## src/hdl/sixirq_pkg.sv

```systemverilog
/*
 package of the six-source interrupt priority unit: register offsets, field positions,
 reset values, vector addresses and shared types.
 assumes a core that reads registers over a plain strobe port.
*/
package sixirq_pkg;
	localparam int NUM_SRC = 6;
	// source index order is also the polling order within a level
	localparam int SRC_EXT_A = 0;
	localparam int SRC_TMR_A = 1;
	localparam int SRC_EXT_B = 2;
	localparam int SRC_TMR_B = 3;
	localparam int SRC_SERIAL = 4;
	localparam int SRC_TMR_C = 5;
	localparam logic [3:0] OFS_TIMER_CONTROL = 4'h0;
	localparam logic [3:0] OFS_IRQ_ENABLE = 4'h1;
	localparam logic [3:0] OFS_PRIO_LOW = 4'h2;
	localparam logic [3:0] OFS_PRIO_HIGH = 4'h3;
	localparam logic [3:0] OFS_SERIAL_FLAGS = 4'h4;
	localparam logic [3:0] OFS_TIMER_C_FLAGS = 4'h5;
	localparam logic [3:0] OFS_STATUS = 4'h6;
	// timer control, enable, serial flag and timer c flag bit positions
	localparam int TC_EXT_A_EDGE = 0;
	localparam int TC_EXT_A_FLAG = 1;
	localparam int TC_EXT_B_EDGE = 2;
	localparam int TC_EXT_B_FLAG = 3;
	localparam int TC_TMR_A_FLAG = 5;
	localparam int TC_TMR_B_FLAG = 7;
	localparam int IE_GLOBAL = 7;
	localparam int SER_TX = 1;
	localparam int SER_RX = 0;
	localparam int TC_C_OVF = 7;
	localparam int TC_C_EXT = 6;
	localparam logic [7:0] TIMER_CONTROL_RESET = 8'h00;
	localparam logic [7:0] IRQ_ENABLE_RESET = 8'h00;
	localparam logic [7:0] PRIO_RESET = 8'h00;
	localparam logic [7:0] ENABLE_MASK = 8'hbf;
	localparam logic [7:0] PRIO_MASK = 8'h3f;
	localparam logic [15:0] VECTOR_BASE = 16'h0003;
	localparam logic [15:0] VECTOR_STEP = 16'h0008;
	localparam int MACHINE_CYCLE_CLOCKS = 12;
	localparam logic [1:0] LEVEL_TOP = 2'h3;

	typedef struct packed {
		logic [3:0] addr;
		logic [7:0] wdata;
		logic wr;
		logic rd;
	} sixirq_bus_t;

	typedef struct packed {
		logic timerAOverflow;
		logic timerBOverflow;
		logic timerCOverflow;
		logic timerCExternal;
		logic serialRxDone;
		logic serialTxDone;
	} sixirq_events_t;
endpackage

```

## src/hdl/sixirq_arbiter.sv

```systemverilog
/*
 priority resolver: picks the winning source from pending flags and levels.
 assumes the flags handed in are already sampled and enabled.
*/
`timescale 1ns/10ps
`default_nettype none
module sixirq_arbiter #(
	parameter int N = 6
) (
	input wire logic [N-1:0] pending,
	input wire logic [2*N-1:0] levels,
	output logic found,
	output logic [2:0] winner,
	output logic [1:0] winLevel
);
	always_comb
	begin
		found = 1'b0;
		winner = 3'h0;
		winLevel = 2'h0;
		for (int lv = 3; lv >= 0; lv--)
		begin
			for (int s = N - 1; s >= 0; s--)
			begin
				if (!found && pending[s] && levels[2*s +: 2] == 2'(lv))
				begin
					winner = 3'(s);
				end
			end
			if (!found)
			begin
				for (int s = 0; s < N; s++)
				begin
					if (pending[s] && levels[2*s +: 2] == 2'(lv))
					begin
						found = 1'b1;
						winLevel = 2'(lv);
					end
				end
			end
		end
	end
endmodule
`default_nettype wire

```

## src/hdl/sixirq_unit.sv

```systemverilog
/*
 six-source interrupt priority unit: request flags, enables, four-level priority,
 nesting stack and vector call request toward the core.
 assumes the core gives instruction-end and blocking-instruction flags, and
 acknowledges a vector call with a one-cycle pulse.
*/
// Decided for this implementation: the address-and-strobe port and the placing of the registers.
// How it works
// - six sources: two pins, two timer overflows, serial, third timer.
// - each external pin level or edge triggered by its own control bit.
// - edge-triggered external flag cleared when its vector is taken.
// - level mode: external flag simply follows the pin each cycle.
// - timer overflow pulses set the first two timer flags.
// - timer a and timer b overflow flags cleared when their vector is taken; timer c flags are left alone.
// - serial request is receive-done OR transmit-done.
// - serial flags are left alone when the serial vector is taken.
// - software writes to flags act just like hardware events.
// - each source gated by its own enable bit.
// - global enable cleared blocks all sources.
// - two priority registers give one bit each per source.
// - higher level request may preempt a lower running routine.
// - same-level request never preempts the running routine.
// - a level-3 routine is never preempted.
// - higher level wins among simultaneous requests.
// - fixed polling order resolves same-level ties.
// - order: ext a, timer a, ext b, timer b, serial, timer c.
// - flags sampled once per machine cycle, evaluated the next cycle.
// - call held off by active level, mid-instruction, return or enable write.
// - blocked request is not remembered; each poll is fresh.
`timescale 1ns/10ps
`default_nettype none
module sixirq_unit #(
	parameter int CYCLE_CLOCKS = sixirq_pkg::MACHINE_CYCLE_CLOCKS
) (
	input wire logic sys_clk,
	input wire logic reset,
	input wire sixirq_pkg::sixirq_bus_t bus,
	output logic [7:0] rdata,
	input wire logic ext_irq_pin_a,
	input wire logic ext_irq_pin_b,
	input wire sixirq_pkg::sixirq_events_t events,
	input wire logic instrLastCycle,
	input wire logic instrBlocks,
	input wire logic retiDone,
	input wire logic vectorAck,
	output logic vectorReq,
	output logic [15:0] vectorAddr,
	output logic [2:0] vectorSource,
	output logic machineCycle
);
	localparam int CW = $clog2(CYCLE_CLOCKS + 1);
	logic [7:0] timer_control_reg, timerControlNext;
	logic [7:0] irq_enable_reg, irqEnableNext;
	logic [7:0] priority_low_bits_reg, prioLowNext;
	logic [7:0] priority_high_bits_reg, prioHighNext;
	logic [1:0] serialFlags_reg, serialFlagsNext;
	logic [1:0] timerCFlags_reg, timerCFlagsNext;
	logic pinA_reg, pinB_reg;
	logic [CW-1:0] divCount_reg, divCountNext;
	logic [5:0] sampled_reg, sampledNext;
	logic [3:0] active_reg, activeNext;
	logic vectorReq_reg, vectorReqNext;
	logic [2:0] vecSrc_reg, vecSrcNext;
	logic [15:0] vecAddr_reg, vecAddrNext;
	logic [7:0] rdata_reg, rdataNext;
	logic [5:0] flags, enabled, pendingNow;
	logic [11:0] levels;
	logic found, tick, blocked, wrFlag;
	logic [2:0] winner;
	logic [1:0] winLevel;
	logic [1:0] runLevel;
	logic anyActive;

	function automatic logic wrHit(input sixirq_pkg::sixirq_bus_t b, input logic [3:0] ofs);
		wrHit = b.wr && b.addr == ofs;
	endfunction

	function automatic logic [1:0] topLevel(input logic [3:0] act);
		topLevel = 2'h0;
		for (int i = 0; i < 4; i++)
		begin
			if (act[i])
			begin
				topLevel = 2'(i);
			end
		end
	endfunction

	assign flags = {
		timerCFlags_reg[sixirq_pkg::SER_TX] | timerCFlags_reg[sixirq_pkg::SER_RX],
		serialFlags_reg[sixirq_pkg::SER_TX] | serialFlags_reg[sixirq_pkg::SER_RX],
		timer_control_reg[sixirq_pkg::TC_TMR_B_FLAG],
		timer_control_reg[sixirq_pkg::TC_EXT_B_FLAG],
		timer_control_reg[sixirq_pkg::TC_TMR_A_FLAG],
		timer_control_reg[sixirq_pkg::TC_EXT_A_FLAG]
	};
	assign enabled = irq_enable_reg[sixirq_pkg::IE_GLOBAL] ? irq_enable_reg[5:0] : 6'h00;
	assign pendingNow = sampled_reg & enabled;
	genvar g;
	generate
		for (g = 0; g < 6; g++)
		begin : gLevel
			assign levels[2*g +: 2] = {priority_high_bits_reg[g], priority_low_bits_reg[g]};
		end
	endgenerate

	sixirq_arbiter #(
		.N(6)
	) arbiter (
		.pending(pendingNow),
		.levels(levels),
		.found(found),
		.winner(winner),
		.winLevel(winLevel)
	);

	assign tick = divCount_reg == CW'(CYCLE_CLOCKS - 1);
	assign anyActive = |active_reg;
	assign runLevel = topLevel(active_reg);
	assign blocked = (anyActive && (winLevel <= runLevel || active_reg[sixirq_pkg::LEVEL_TOP]))
		|| !instrLastCycle || instrBlocks || vectorReq_reg;
	assign wrFlag = bus.wr;

	always_comb
	begin
		divCountNext = tick ? '0 : divCount_reg + CW'(1);
		timerControlNext = timer_control_reg;
		serialFlagsNext = serialFlags_reg;
		timerCFlagsNext = timerCFlags_reg;
		irqEnableNext = irq_enable_reg;
		prioLowNext = priority_low_bits_reg;
		prioHighNext = priority_high_bits_reg;
		// vector taken: clear edge and timer a/b flags, serial and timer c untouched; a same-cycle set wins
		if (vectorAck && vectorReq_reg)
		begin
			case (vecSrc_reg)
				3'h0: if (timer_control_reg[sixirq_pkg::TC_EXT_A_EDGE])
					timerControlNext[sixirq_pkg::TC_EXT_A_FLAG] = 1'b0;
				3'h1: timerControlNext[sixirq_pkg::TC_TMR_A_FLAG] = 1'b0;
				3'h2: if (timer_control_reg[sixirq_pkg::TC_EXT_B_EDGE])
					timerControlNext[sixirq_pkg::TC_EXT_B_FLAG] = 1'b0;
				3'h3: timerControlNext[sixirq_pkg::TC_TMR_B_FLAG] = 1'b0;
				default: serialFlagsNext = serialFlagsNext;
			endcase
		end
		// hardware events set flags
		if (events.timerAOverflow)
			timerControlNext[sixirq_pkg::TC_TMR_A_FLAG] = 1'b1;
		if (events.timerBOverflow)
			timerControlNext[sixirq_pkg::TC_TMR_B_FLAG] = 1'b1;
		if (events.serialRxDone)
			serialFlagsNext[sixirq_pkg::SER_RX] = 1'b1;
		if (events.serialTxDone)
			serialFlagsNext[sixirq_pkg::SER_TX] = 1'b1;
		if (events.timerCOverflow)
			timerCFlagsNext[1] = 1'b1;
		if (events.timerCExternal)
			timerCFlagsNext[0] = 1'b1;
		if (timer_control_reg[sixirq_pkg::TC_EXT_A_EDGE])
		begin
			if (pinA_reg && !ext_irq_pin_a)
				timerControlNext[sixirq_pkg::TC_EXT_A_FLAG] = 1'b1;
		end
		if (timer_control_reg[sixirq_pkg::TC_EXT_B_EDGE])
		begin
			if (pinB_reg && !ext_irq_pin_b)
				timerControlNext[sixirq_pkg::TC_EXT_B_FLAG] = 1'b1;
		end
		// software writes act like hardware
		if (wrFlag && bus.addr == sixirq_pkg::OFS_TIMER_CONTROL)
			timerControlNext = bus.wdata;
		if (wrHit(bus, sixirq_pkg::OFS_SERIAL_FLAGS))
			serialFlagsNext = bus.wdata[1:0];
		if (wrHit(bus, sixirq_pkg::OFS_TIMER_C_FLAGS))
			timerCFlagsNext = {bus.wdata[sixirq_pkg::TC_C_OVF], bus.wdata[sixirq_pkg::TC_C_EXT]};
		if (wrHit(bus, sixirq_pkg::OFS_IRQ_ENABLE))
			irqEnableNext = bus.wdata & sixirq_pkg::ENABLE_MASK;
		if (wrHit(bus, sixirq_pkg::OFS_PRIO_LOW))
			prioLowNext = bus.wdata & sixirq_pkg::PRIO_MASK;
		if (wrHit(bus, sixirq_pkg::OFS_PRIO_HIGH))
			prioHighNext = bus.wdata & sixirq_pkg::PRIO_MASK;
		// level mode follows the pin, low active
		if (!timer_control_reg[sixirq_pkg::TC_EXT_A_EDGE])
			timerControlNext[sixirq_pkg::TC_EXT_A_FLAG] = !ext_irq_pin_a;
		if (!timer_control_reg[sixirq_pkg::TC_EXT_B_EDGE])
			timerControlNext[sixirq_pkg::TC_EXT_B_FLAG] = !ext_irq_pin_b;
	end

	always_comb
	begin
		sampledNext = tick ? flags : sampled_reg;
		activeNext = active_reg;
		vectorReqNext = vectorReq_reg;
		vecSrcNext = vecSrc_reg;
		vecAddrNext = vecAddr_reg;
		if (retiDone)
			activeNext[runLevel] = 1'b0;
		if (vectorReq_reg && vectorAck)
		begin
			vectorReqNext = 1'b0;
			activeNext[levels[2*vecSrc_reg +: 2]] = 1'b1;
		end
		// every poll is fresh: only current samples count
		else if (tick && found && !blocked)
		begin
			vectorReqNext = 1'b1;
			vecSrcNext = winner;
			vecAddrNext = sixirq_pkg::VECTOR_BASE + 16'(winner) * sixirq_pkg::VECTOR_STEP;
		end
	end

	always_comb
	begin
		rdataNext = 8'h00;
		if (bus.rd)
		begin
			if (bus.addr == sixirq_pkg::OFS_TIMER_CONTROL)
				rdataNext = timer_control_reg;
			else if (bus.addr == sixirq_pkg::OFS_IRQ_ENABLE)
				rdataNext = irq_enable_reg;
			else if (bus.addr == sixirq_pkg::OFS_PRIO_LOW)
				rdataNext = priority_low_bits_reg;
			else if (bus.addr == sixirq_pkg::OFS_PRIO_HIGH)
				rdataNext = priority_high_bits_reg;
			else if (bus.addr == sixirq_pkg::OFS_SERIAL_FLAGS)
				rdataNext = {6'h00, serialFlags_reg};
			else if (bus.addr == sixirq_pkg::OFS_TIMER_C_FLAGS)
				rdataNext = {timerCFlags_reg, 6'h00};
			else if (bus.addr == sixirq_pkg::OFS_STATUS)
				rdataNext = {vectorReq_reg, vecSrc_reg, active_reg};
		end
	end

	// registers, flags, pin history and divider
	always_ff @(posedge sys_clk or posedge reset)
	begin
		if (reset)
		begin
			timer_control_reg <= sixirq_pkg::TIMER_CONTROL_RESET;
			irq_enable_reg <= sixirq_pkg::IRQ_ENABLE_RESET;
			priority_low_bits_reg <= sixirq_pkg::PRIO_RESET;
			priority_high_bits_reg <= sixirq_pkg::PRIO_RESET;
			serialFlags_reg <= 2'h0;
			timerCFlags_reg <= 2'h0;
			pinA_reg <= 1'b1;
			pinB_reg <= 1'b1;
			divCount_reg <= '0;
		end
		else
		begin
			timer_control_reg <= timerControlNext;
			irq_enable_reg <= irqEnableNext;
			priority_low_bits_reg <= prioLowNext;
			priority_high_bits_reg <= prioHighNext;
			serialFlags_reg <= serialFlagsNext;
			timerCFlags_reg <= timerCFlagsNext;
			pinA_reg <= ext_irq_pin_a;
			pinB_reg <= ext_irq_pin_b;
			divCount_reg <= divCountNext;
		end
	end

	// poll sample, active levels and vector call
	always_ff @(posedge sys_clk or posedge reset)
	begin
		if (reset)
		begin
			sampled_reg <= 6'h00;
			active_reg <= 4'h0;
			vectorReq_reg <= 1'b0;
			vecSrc_reg <= 3'h0;
			vecAddr_reg <= 16'h0000;
		end
		else
		begin
			sampled_reg <= sampledNext;
			active_reg <= activeNext;
			vectorReq_reg <= vectorReqNext;
			vecSrc_reg <= vecSrcNext;
			vecAddr_reg <= vecAddrNext;
		end
	end

	always_ff @(posedge sys_clk or posedge reset)
	begin
		if (reset)
		begin
			rdata_reg <= 8'h00;
		end
		else
		begin
			rdata_reg <= rdataNext;
		end
	end

	assign rdata = rdata_reg;
	assign vectorReq = vectorReq_reg;
	assign vectorAddr = vecAddr_reg;
	assign vectorSource = vecSrc_reg;
	assign machineCycle = tick;
endmodule
`default_nettype wire

```

## config.mk

```make
export PLATFORM = sky130hd
export DESIGN_NAME = sixirq_unit
export DESIGN_NICKNAME = d
export VERILOG_FILES = /design/src/hdl/sixirq_pkg.sv /design/src/hdl/sixirq_arbiter.sv /design/src/hdl/sixirq_unit.sv
export SDC_FILE = /design/constraint.sdc
export NUM_CORES = 1
export LEC_CHECK = 0
export BUFFER_PORTS_ARGS = -buffer_cell sky130_fd_sc_hd__clkbuf_2
export CORE_MARGIN = 1
export CORE_UTILIZATION = 26
export CTS_CLUSTER_DIAMETER = 40
export CTS_CLUSTER_SIZE = 16
export DETAILED_ROUTE_END_ITERATION = 10
export HOLD_SLACK_MARGIN = 0.02
export PLACE_DENSITY = 0.46
export SYNTH_ARGS = -nofsm -noshare
export SYNTH_HDL_FRONTEND = slang
export SYNTH_SLANG_ARGS = --single-unit
```

## constraint.sdc

```tcl
create_clock -name sys_clk -period 6 [get_ports sys_clk]
set_input_delay 1.2 -clock sys_clk [delete_from_list [all_inputs] [get_ports sys_clk]]
set_output_delay 1.2 -clock sys_clk [all_outputs]
set_load 0.02 [all_outputs]
```

Word-level counts from Yosys, hierarchy flattened
Cells that the tools add are included.
{ "totals": {"register_bits": 75, "out_inout_bits": 29, "word_cells": 293} }
{ "op_classes": {"add_sub_neg": 2, "magnitude_cmp": 5, "eq_ne": 28, "shift": 1, "n_mux": 124, "bitwise": 7, "n_reduce_logical": 106} }
{ "op_table": {"columns": ["cell", "count"], "rows": [
  ["$logic_and 1x1->1", 74],
  ["$mux 3", 24],
  ["$mux 8", 9],
  ["$mux 2", 31],
  ["$mux 1", 54],
  ["$eq 2x2->1 const B", 12],
  ["$eq 2x1->1 const B", 6],
  ["$eq 4x3->1 const B", 3],
  ["$logic_not 2->1", 6],
  ["$mux 4", 3],
  ["$reduce_bool 3->1", 4],
  ["$shiftx 12x5->2", 1],
  ["$reduce_bool 2->1", 5],
  ["$eq 4x2->1 const B", 2],
  ["$add 2x6->7 const A", 1],
  ["$logic_not 1->1", 7],
  ["$and 6x6->6", 1],
  ["$eq 3x2->1 const B", 2],
  ["$lt 2x3->1 const B", 2],
  ["$mux 6", 1],
  ["$reduce_and 2->1", 3],
  ["$add 4x1->4 const B", 1],
  ["$and 4x4->4", 1],
  ["$demux 1 s2", 2],
  ["other kinds (13)", 18]
]} }

Longest topological paths before layout
{ "depth": {"word_depth": 40, "mapped_depth": 14, "ltp_nobuf": 12} }

Hierarchy
A second synthesis with hierarchy kept.
{ "unflattened": {"cells_unflattened": 360, "area_unflattened_um2": 3554.7} }
{ "modules_own_cells": {"columns": ["module", "instances", "cells_each", "area_each_um2", "seq_area_each_um2"], "rows": [
  ["sixirq_unit", 1, 284, 3014.1, 1503.9],
  ["sixirq_arbiter", 1, 76, 540.5, 0.0]
]} }

Worst setup path before layout
No wires, ideal clock.
{ "synth_path": {"path_kind": "reg-to-reg", "from": "reg irq_enable_reg[7]", "to": "reg vecSrc_reg[1] (netlist: vectorSource[1])", "setup_ns": 0.121, "arrival_time_ns": 2.554, "t_required_ns": 5.879, "slack_ns": 3.325, "stages_incl_launch_ff": 13, "n_path_buf": 1, "period_less_slack_ns": 2.675, "cell_sequence": "dfrtp_1 > buf_6 > and3_4 > a32o_2 > nor4_4 > inv_1 > a21boi_0 > ha_1 > a21oi_1 > o21ai_0 > a21oi_1 > o21ai_2 > a22o_1"} }
{ "synth_via": {"elab_chain_cells": 39} }
{ "synth_rtl": {"columns": ["item", "line_no", "rtl"], "rows": [
  ["start, declared", "sixirq_unit.sv:53", "logic [7:0] irq_enable_reg, irqEnableNext;"],
  ["start signal, assigned", "sixirq_unit.sv:240", "irq_enable_reg <= sixirq_pkg::IRQ_ENABLE_RESET;"],
  ["start signal, assigned", "sixirq_unit.sv:252", "irq_enable_reg <= irqEnableNext;"],
  ["$mux 6 *", "sixirq_unit.sv:97", "assign enabled = irq_enable_reg[sixirq_pkg::IE_GLOBAL] ? irq_enable_reg[5:0] : 6'h00;"],
  ["$and 6x6->6 *", "sixirq_unit.sv:98", "assign pendingNow = sampled_reg & enabled;"],
  ["$logic_and 1x1->1", "sixirq_arbiter.sv:25, sixirq_arbiter.sv:34", null],
  ["$mux 2 (12 in series)", "sixirq_arbiter.sv:34", "if (pending[s] && levels[2*s +: 2] == 2'(lv))"],
  ["$mux 2", "sixirq_arbiter.sv:30", "if (!found)"],
  ["$mux 2 (6 in series)", "sixirq_arbiter.sv:34", null],
  ["$mux 2", "sixirq_arbiter.sv:30", null],
  ["$mux 2 (6 in series)", "sixirq_arbiter.sv:34", null],
  ["$mux 2", "sixirq_arbiter.sv:30", null],
  ["$le 2x2->1", "sixirq_unit.sv:120", "assign blocked = (anyActive && (winLevel <= runLevel || active_reg[sixirq_pkg::LEVEL_TOP]))"],
  ["$logic_or 1x1->1", "sixirq_unit.sv:120", null],
  ["$logic_and 1x1->1", "sixirq_unit.sv:120", null],
  ["$logic_or 1x1->1 (3 in series)", "sixirq_unit.sv:121", "|| !instrLastCycle || instrBlocks || vectorReq_reg;"],
  ["$logic_not 1->1", "sixirq_unit.sv:204", "else if (tick && found && !blocked)"],
  ["$logic_and 1x1->1", "sixirq_unit.sv:204", null],
  ["$reduce_and 2->1 (no line)", null, null],
  ["end signal, assigned", "sixirq_unit.sv:279", "vecSrc_reg <= vecSrcNext;"],
  ["end, declared", "sixirq_unit.sv:63", "logic [2:0] vecSrc_reg, vecSrcNext;"]
]} }
Mark *: on every way between the ends. The rest lies on a longest branch, timed or not.
A chain may end at the register's enable or synchronous reset.

Worst setup path in the final report
Ends and elaborated chain as after synthesis.

==> results.sh <==
export IMPL_die_area_sq_um=14200
export IMPL_drt_wl_total_um=10500
export IMPL_die_width_um=119
export IMPL_cts_sinks=60
export IMPL_finalClockSkew_ns=0.00500
export IMPL_fin_area_sq_um=4180
export IMPL_dp_hpwl_um=7960
export IMPL_drive_above_1_share_pct=22.6
export IMPL_async_reset_ff_share_pct=100
export IMPL_drcViolationCount=0
export IMPL_postSynthCellCount=390
export IMPL_cp_cell_sequence="and3_4, a32o_2, nor4_4, inv_1, a21boi_0, ha_1, a21oi_1, o21ai_0, a21oi_1, o21ai_2, a22o_1"
export IMPL_io_pins=57
export IMPL_drv_cap=0
export IMPL_h_tree_depth=3
export IMPL_netlist_top_cells_area="dfrtp_1 (41%), mux2_2 (6.3%), nand2_1 (5.1%)"
export IMPL_cpPeakStageDelay_ns=0.56
export IMPL_layout_commonest_cell="dfrtp_1"
export IMPL_core_sq_um=13300
export IMPL_cts_path_max_buffers=2
export IMPL_worstSkewPairLatency_ns=0.34
export IMPL_holdBufCountCts=0
export IMPL_grt_ovfl_total=0
export IMPL_syn_area_sq_um=3560
export IMPL_die_h_um=119
export IMPL_layout_common_cells="dfrtp_1 (58), nand2_1 (48), clkbuf_2 (45)"
export IMPL_nFillCells=1408
export IMPL_grt_max_degree=61
export IMPL_worstPathMaxFanout=18
export IMPL_routabilityCongestion=0.855
export IMPL_crit_arrival_ns=3.40
export IMPL_synth_top_cell_by_area="dfrtp_1"
export IMPL_fin_nets=456
export IMPL_grtUsageTotal_pct=15.7
export IMPL_port_buffers=45
export IMPL_hold_depth=1
export IMPL_area_growth_pct=17.6
export IMPL_finalMaxSlewViolations=0
export IMPL_worst_path_buf_inv=1
export IMPL_utilization_pct=31.5
export IMPL_layout_min_cycle_time_ns=3.17
export IMPL_outcome="complete, no violations"
export IMPL_synth_edf_count=0
export IMPL_seq_area_frac_synth_pct=42.3
export IMPL_synth_main_ff_cell="dfrtp_1"
export IMPL_vdd_ir_drop_max_mv=0.150
export IMPL_drtIter0Drc=344
export IMPL_worstSetupPathType="reg -> reg"
export IMPL_crit_family="compound AO/OA/AOI/OAI gates"
export IMPL_cts_tree="done"
export IMPL_slowest_stage="dfrtp_1"
export IMPL_powerDensity_nw_per_um2=352
export IMPL_yosysTopAreaCellShare_pct=40.8
export IMPL_start_kind="flop"
export IMPL_max_slew_margin_rel_pct=46.9
export IMPL_rows=42
export IMPL_postCtsSetupBuffers=0
export IMPL_crit_required_ns=6.22
export IMPL_antenna_found_initial=0
export IMPL_dpl_cell_area_sq_um=3860
export IMPL_p_leak_nw=1.81
export IMPL_worst_slew_pin_slew_ns=0.791
export IMPL_setup_tns_ns=0
export IMPL_fin_crit_sh_pct=52.9
export IMPL_grt_pass1_wl_um=16800
export IMPL_grt_setup_unrepaired="no"
export IMPL_clkTransAtPathRegs_ns=0.05
export IMPL_max_freq_mhz=315
export IMPL_hold_path_class="reg -> reg"
export IMPL_cp_end_kind="flop"
export IMPL_cp_num_cells=11
export IMPL_diodes=0
export IMPL_start_util_pct=26.8
export IMPL_vias=3107
export IMPL_hold_viol=0
export IMPL_ant_nets=0
export IMPL_cts_buffers_inserted=9
export IMPL_cts_root_buffer="clkbuf_16"
export IMPL_grt_pass1_vias=3099
export IMPL_post_cts_resized=0
export IMPL_drt_pass1_iter_count=5
export IMPL_rr_worst_depth=11
export IMPL_synth_distinct_cells=63
export IMPL_vias_per_cell=5.13
export IMPL_synth_seq_cells=60
export IMPL_syn_avg_cell_area_sq_um=9.12
export IMPL_wl_per_cell_um=17.4
export IMPL_ys_warnings_count=0
export IMPL_crit_top_cell="a21oi_1"
export IMPL_finalSetupViolCount=0
routing by layer:
metal / part of all wire, % / vias to the layer above / GRT usage, %
met4: 2.7 / 0 / 7.75
met2: 47 / 108 / 25.3
li1: - / 1472 / -
met3: 3.9 / 19 / 2.44
met5: 0 / - / 0
met1: 47 / 1508 / 20.5
path summary, 6_finish.rpt:
check	startpoint	to	slack (ns)
min	divCount_reg[0]$_DFF_PP0_	divCount_reg[0]$_DFF_PP0_	0.47
max in group asynchronous	reset	vectorReq$_DFFE_PP0P_	4.43
min reg2reg	divCount_reg[0]$_DFF_PP0_	divCount_reg[0]$_DFF_PP0_	0.47
max	irq_enable_reg[7]$_DFFE_PP0P_	vectorSource[1]$_DFFE_PP0P_	2.83
min in group asynchronous	reset	divCount_reg[0]$_DFF_PP0_	1.05
max reg2reg	irq_enable_reg[7]$_DFFE_PP0P_	vectorSource[1]$_DFFE_PP0P_	2.83
metrics by stage:
| stage | hold slack, ns | power (mW) | std cells | setup WS, ns |
|---|---|---|---|---|
| after floorplan | 0.432 | 0.814 | 400 | 3.32 |
| after global placement | 0.450 | 0.917 | 590 | 2.90 |
| after detailed placement | 0.468 | 0.915 | 590 | 2.81 |
| after CTS | 0.476 | 1.48 | 606 | 2.89 |
| after global routing | 0.511 | 1.55 | 606 | 2.53 |
| final | 0.470 | 1.47 | 606 | 2.83 |
cells by family after synthesis:
kind of cell,after synthesis,synth area share (%)
adder cells (fa/ha/maj),3,1.06
XOR/XNOR,2,0.493
AO/OA/AOI/OAI,100,19.0
buffers and inverters,53,7.46
multiplexers,26,8.72
AND/OR/NAND/NOR,145,20.9
other,1,0.105
flip-flops,60,42.3
synth_stat cells (all sizes together), types with 3 or more instances:
master and count:
nor4 4, o2bb2ai 3, and3 3, a21boi 6, a22oi 3, o21ai 30
clkbuf 14, nand3 15, a21o 3, ha 3, nand4 9, o2111ai 4
buf 18, inv 21, nand2 48, nor2b 9, nor2 32, o31ai 3
and4b 3, mux2i 4, nor3 9, a21oi 14, o32ai 3, o22ai 11
mux2 20, dfrtp 58, nand2b 5
report_power, final:
part,total [mW],internal (mW),switching (mW)
sequential,0.568,0.461,0.107
clock,0.557,0.375,0.182
combinational,0.346,0.146,0.200
final cells by class:
cell class	instances	area, sq um	share of cell area (%)
Clock inverter	4	73.8	1.77
Tap cell	176	220	5.27
Clock buffer	12	246	5.89
Inverter	21	78.8	1.89
Timing Repair Buffer	46	233	5.57
Multi-Input combinational cell	287	1830	43.7
Sequential cell	60	1500	36.0
Power figures use the tool's default switching activity.
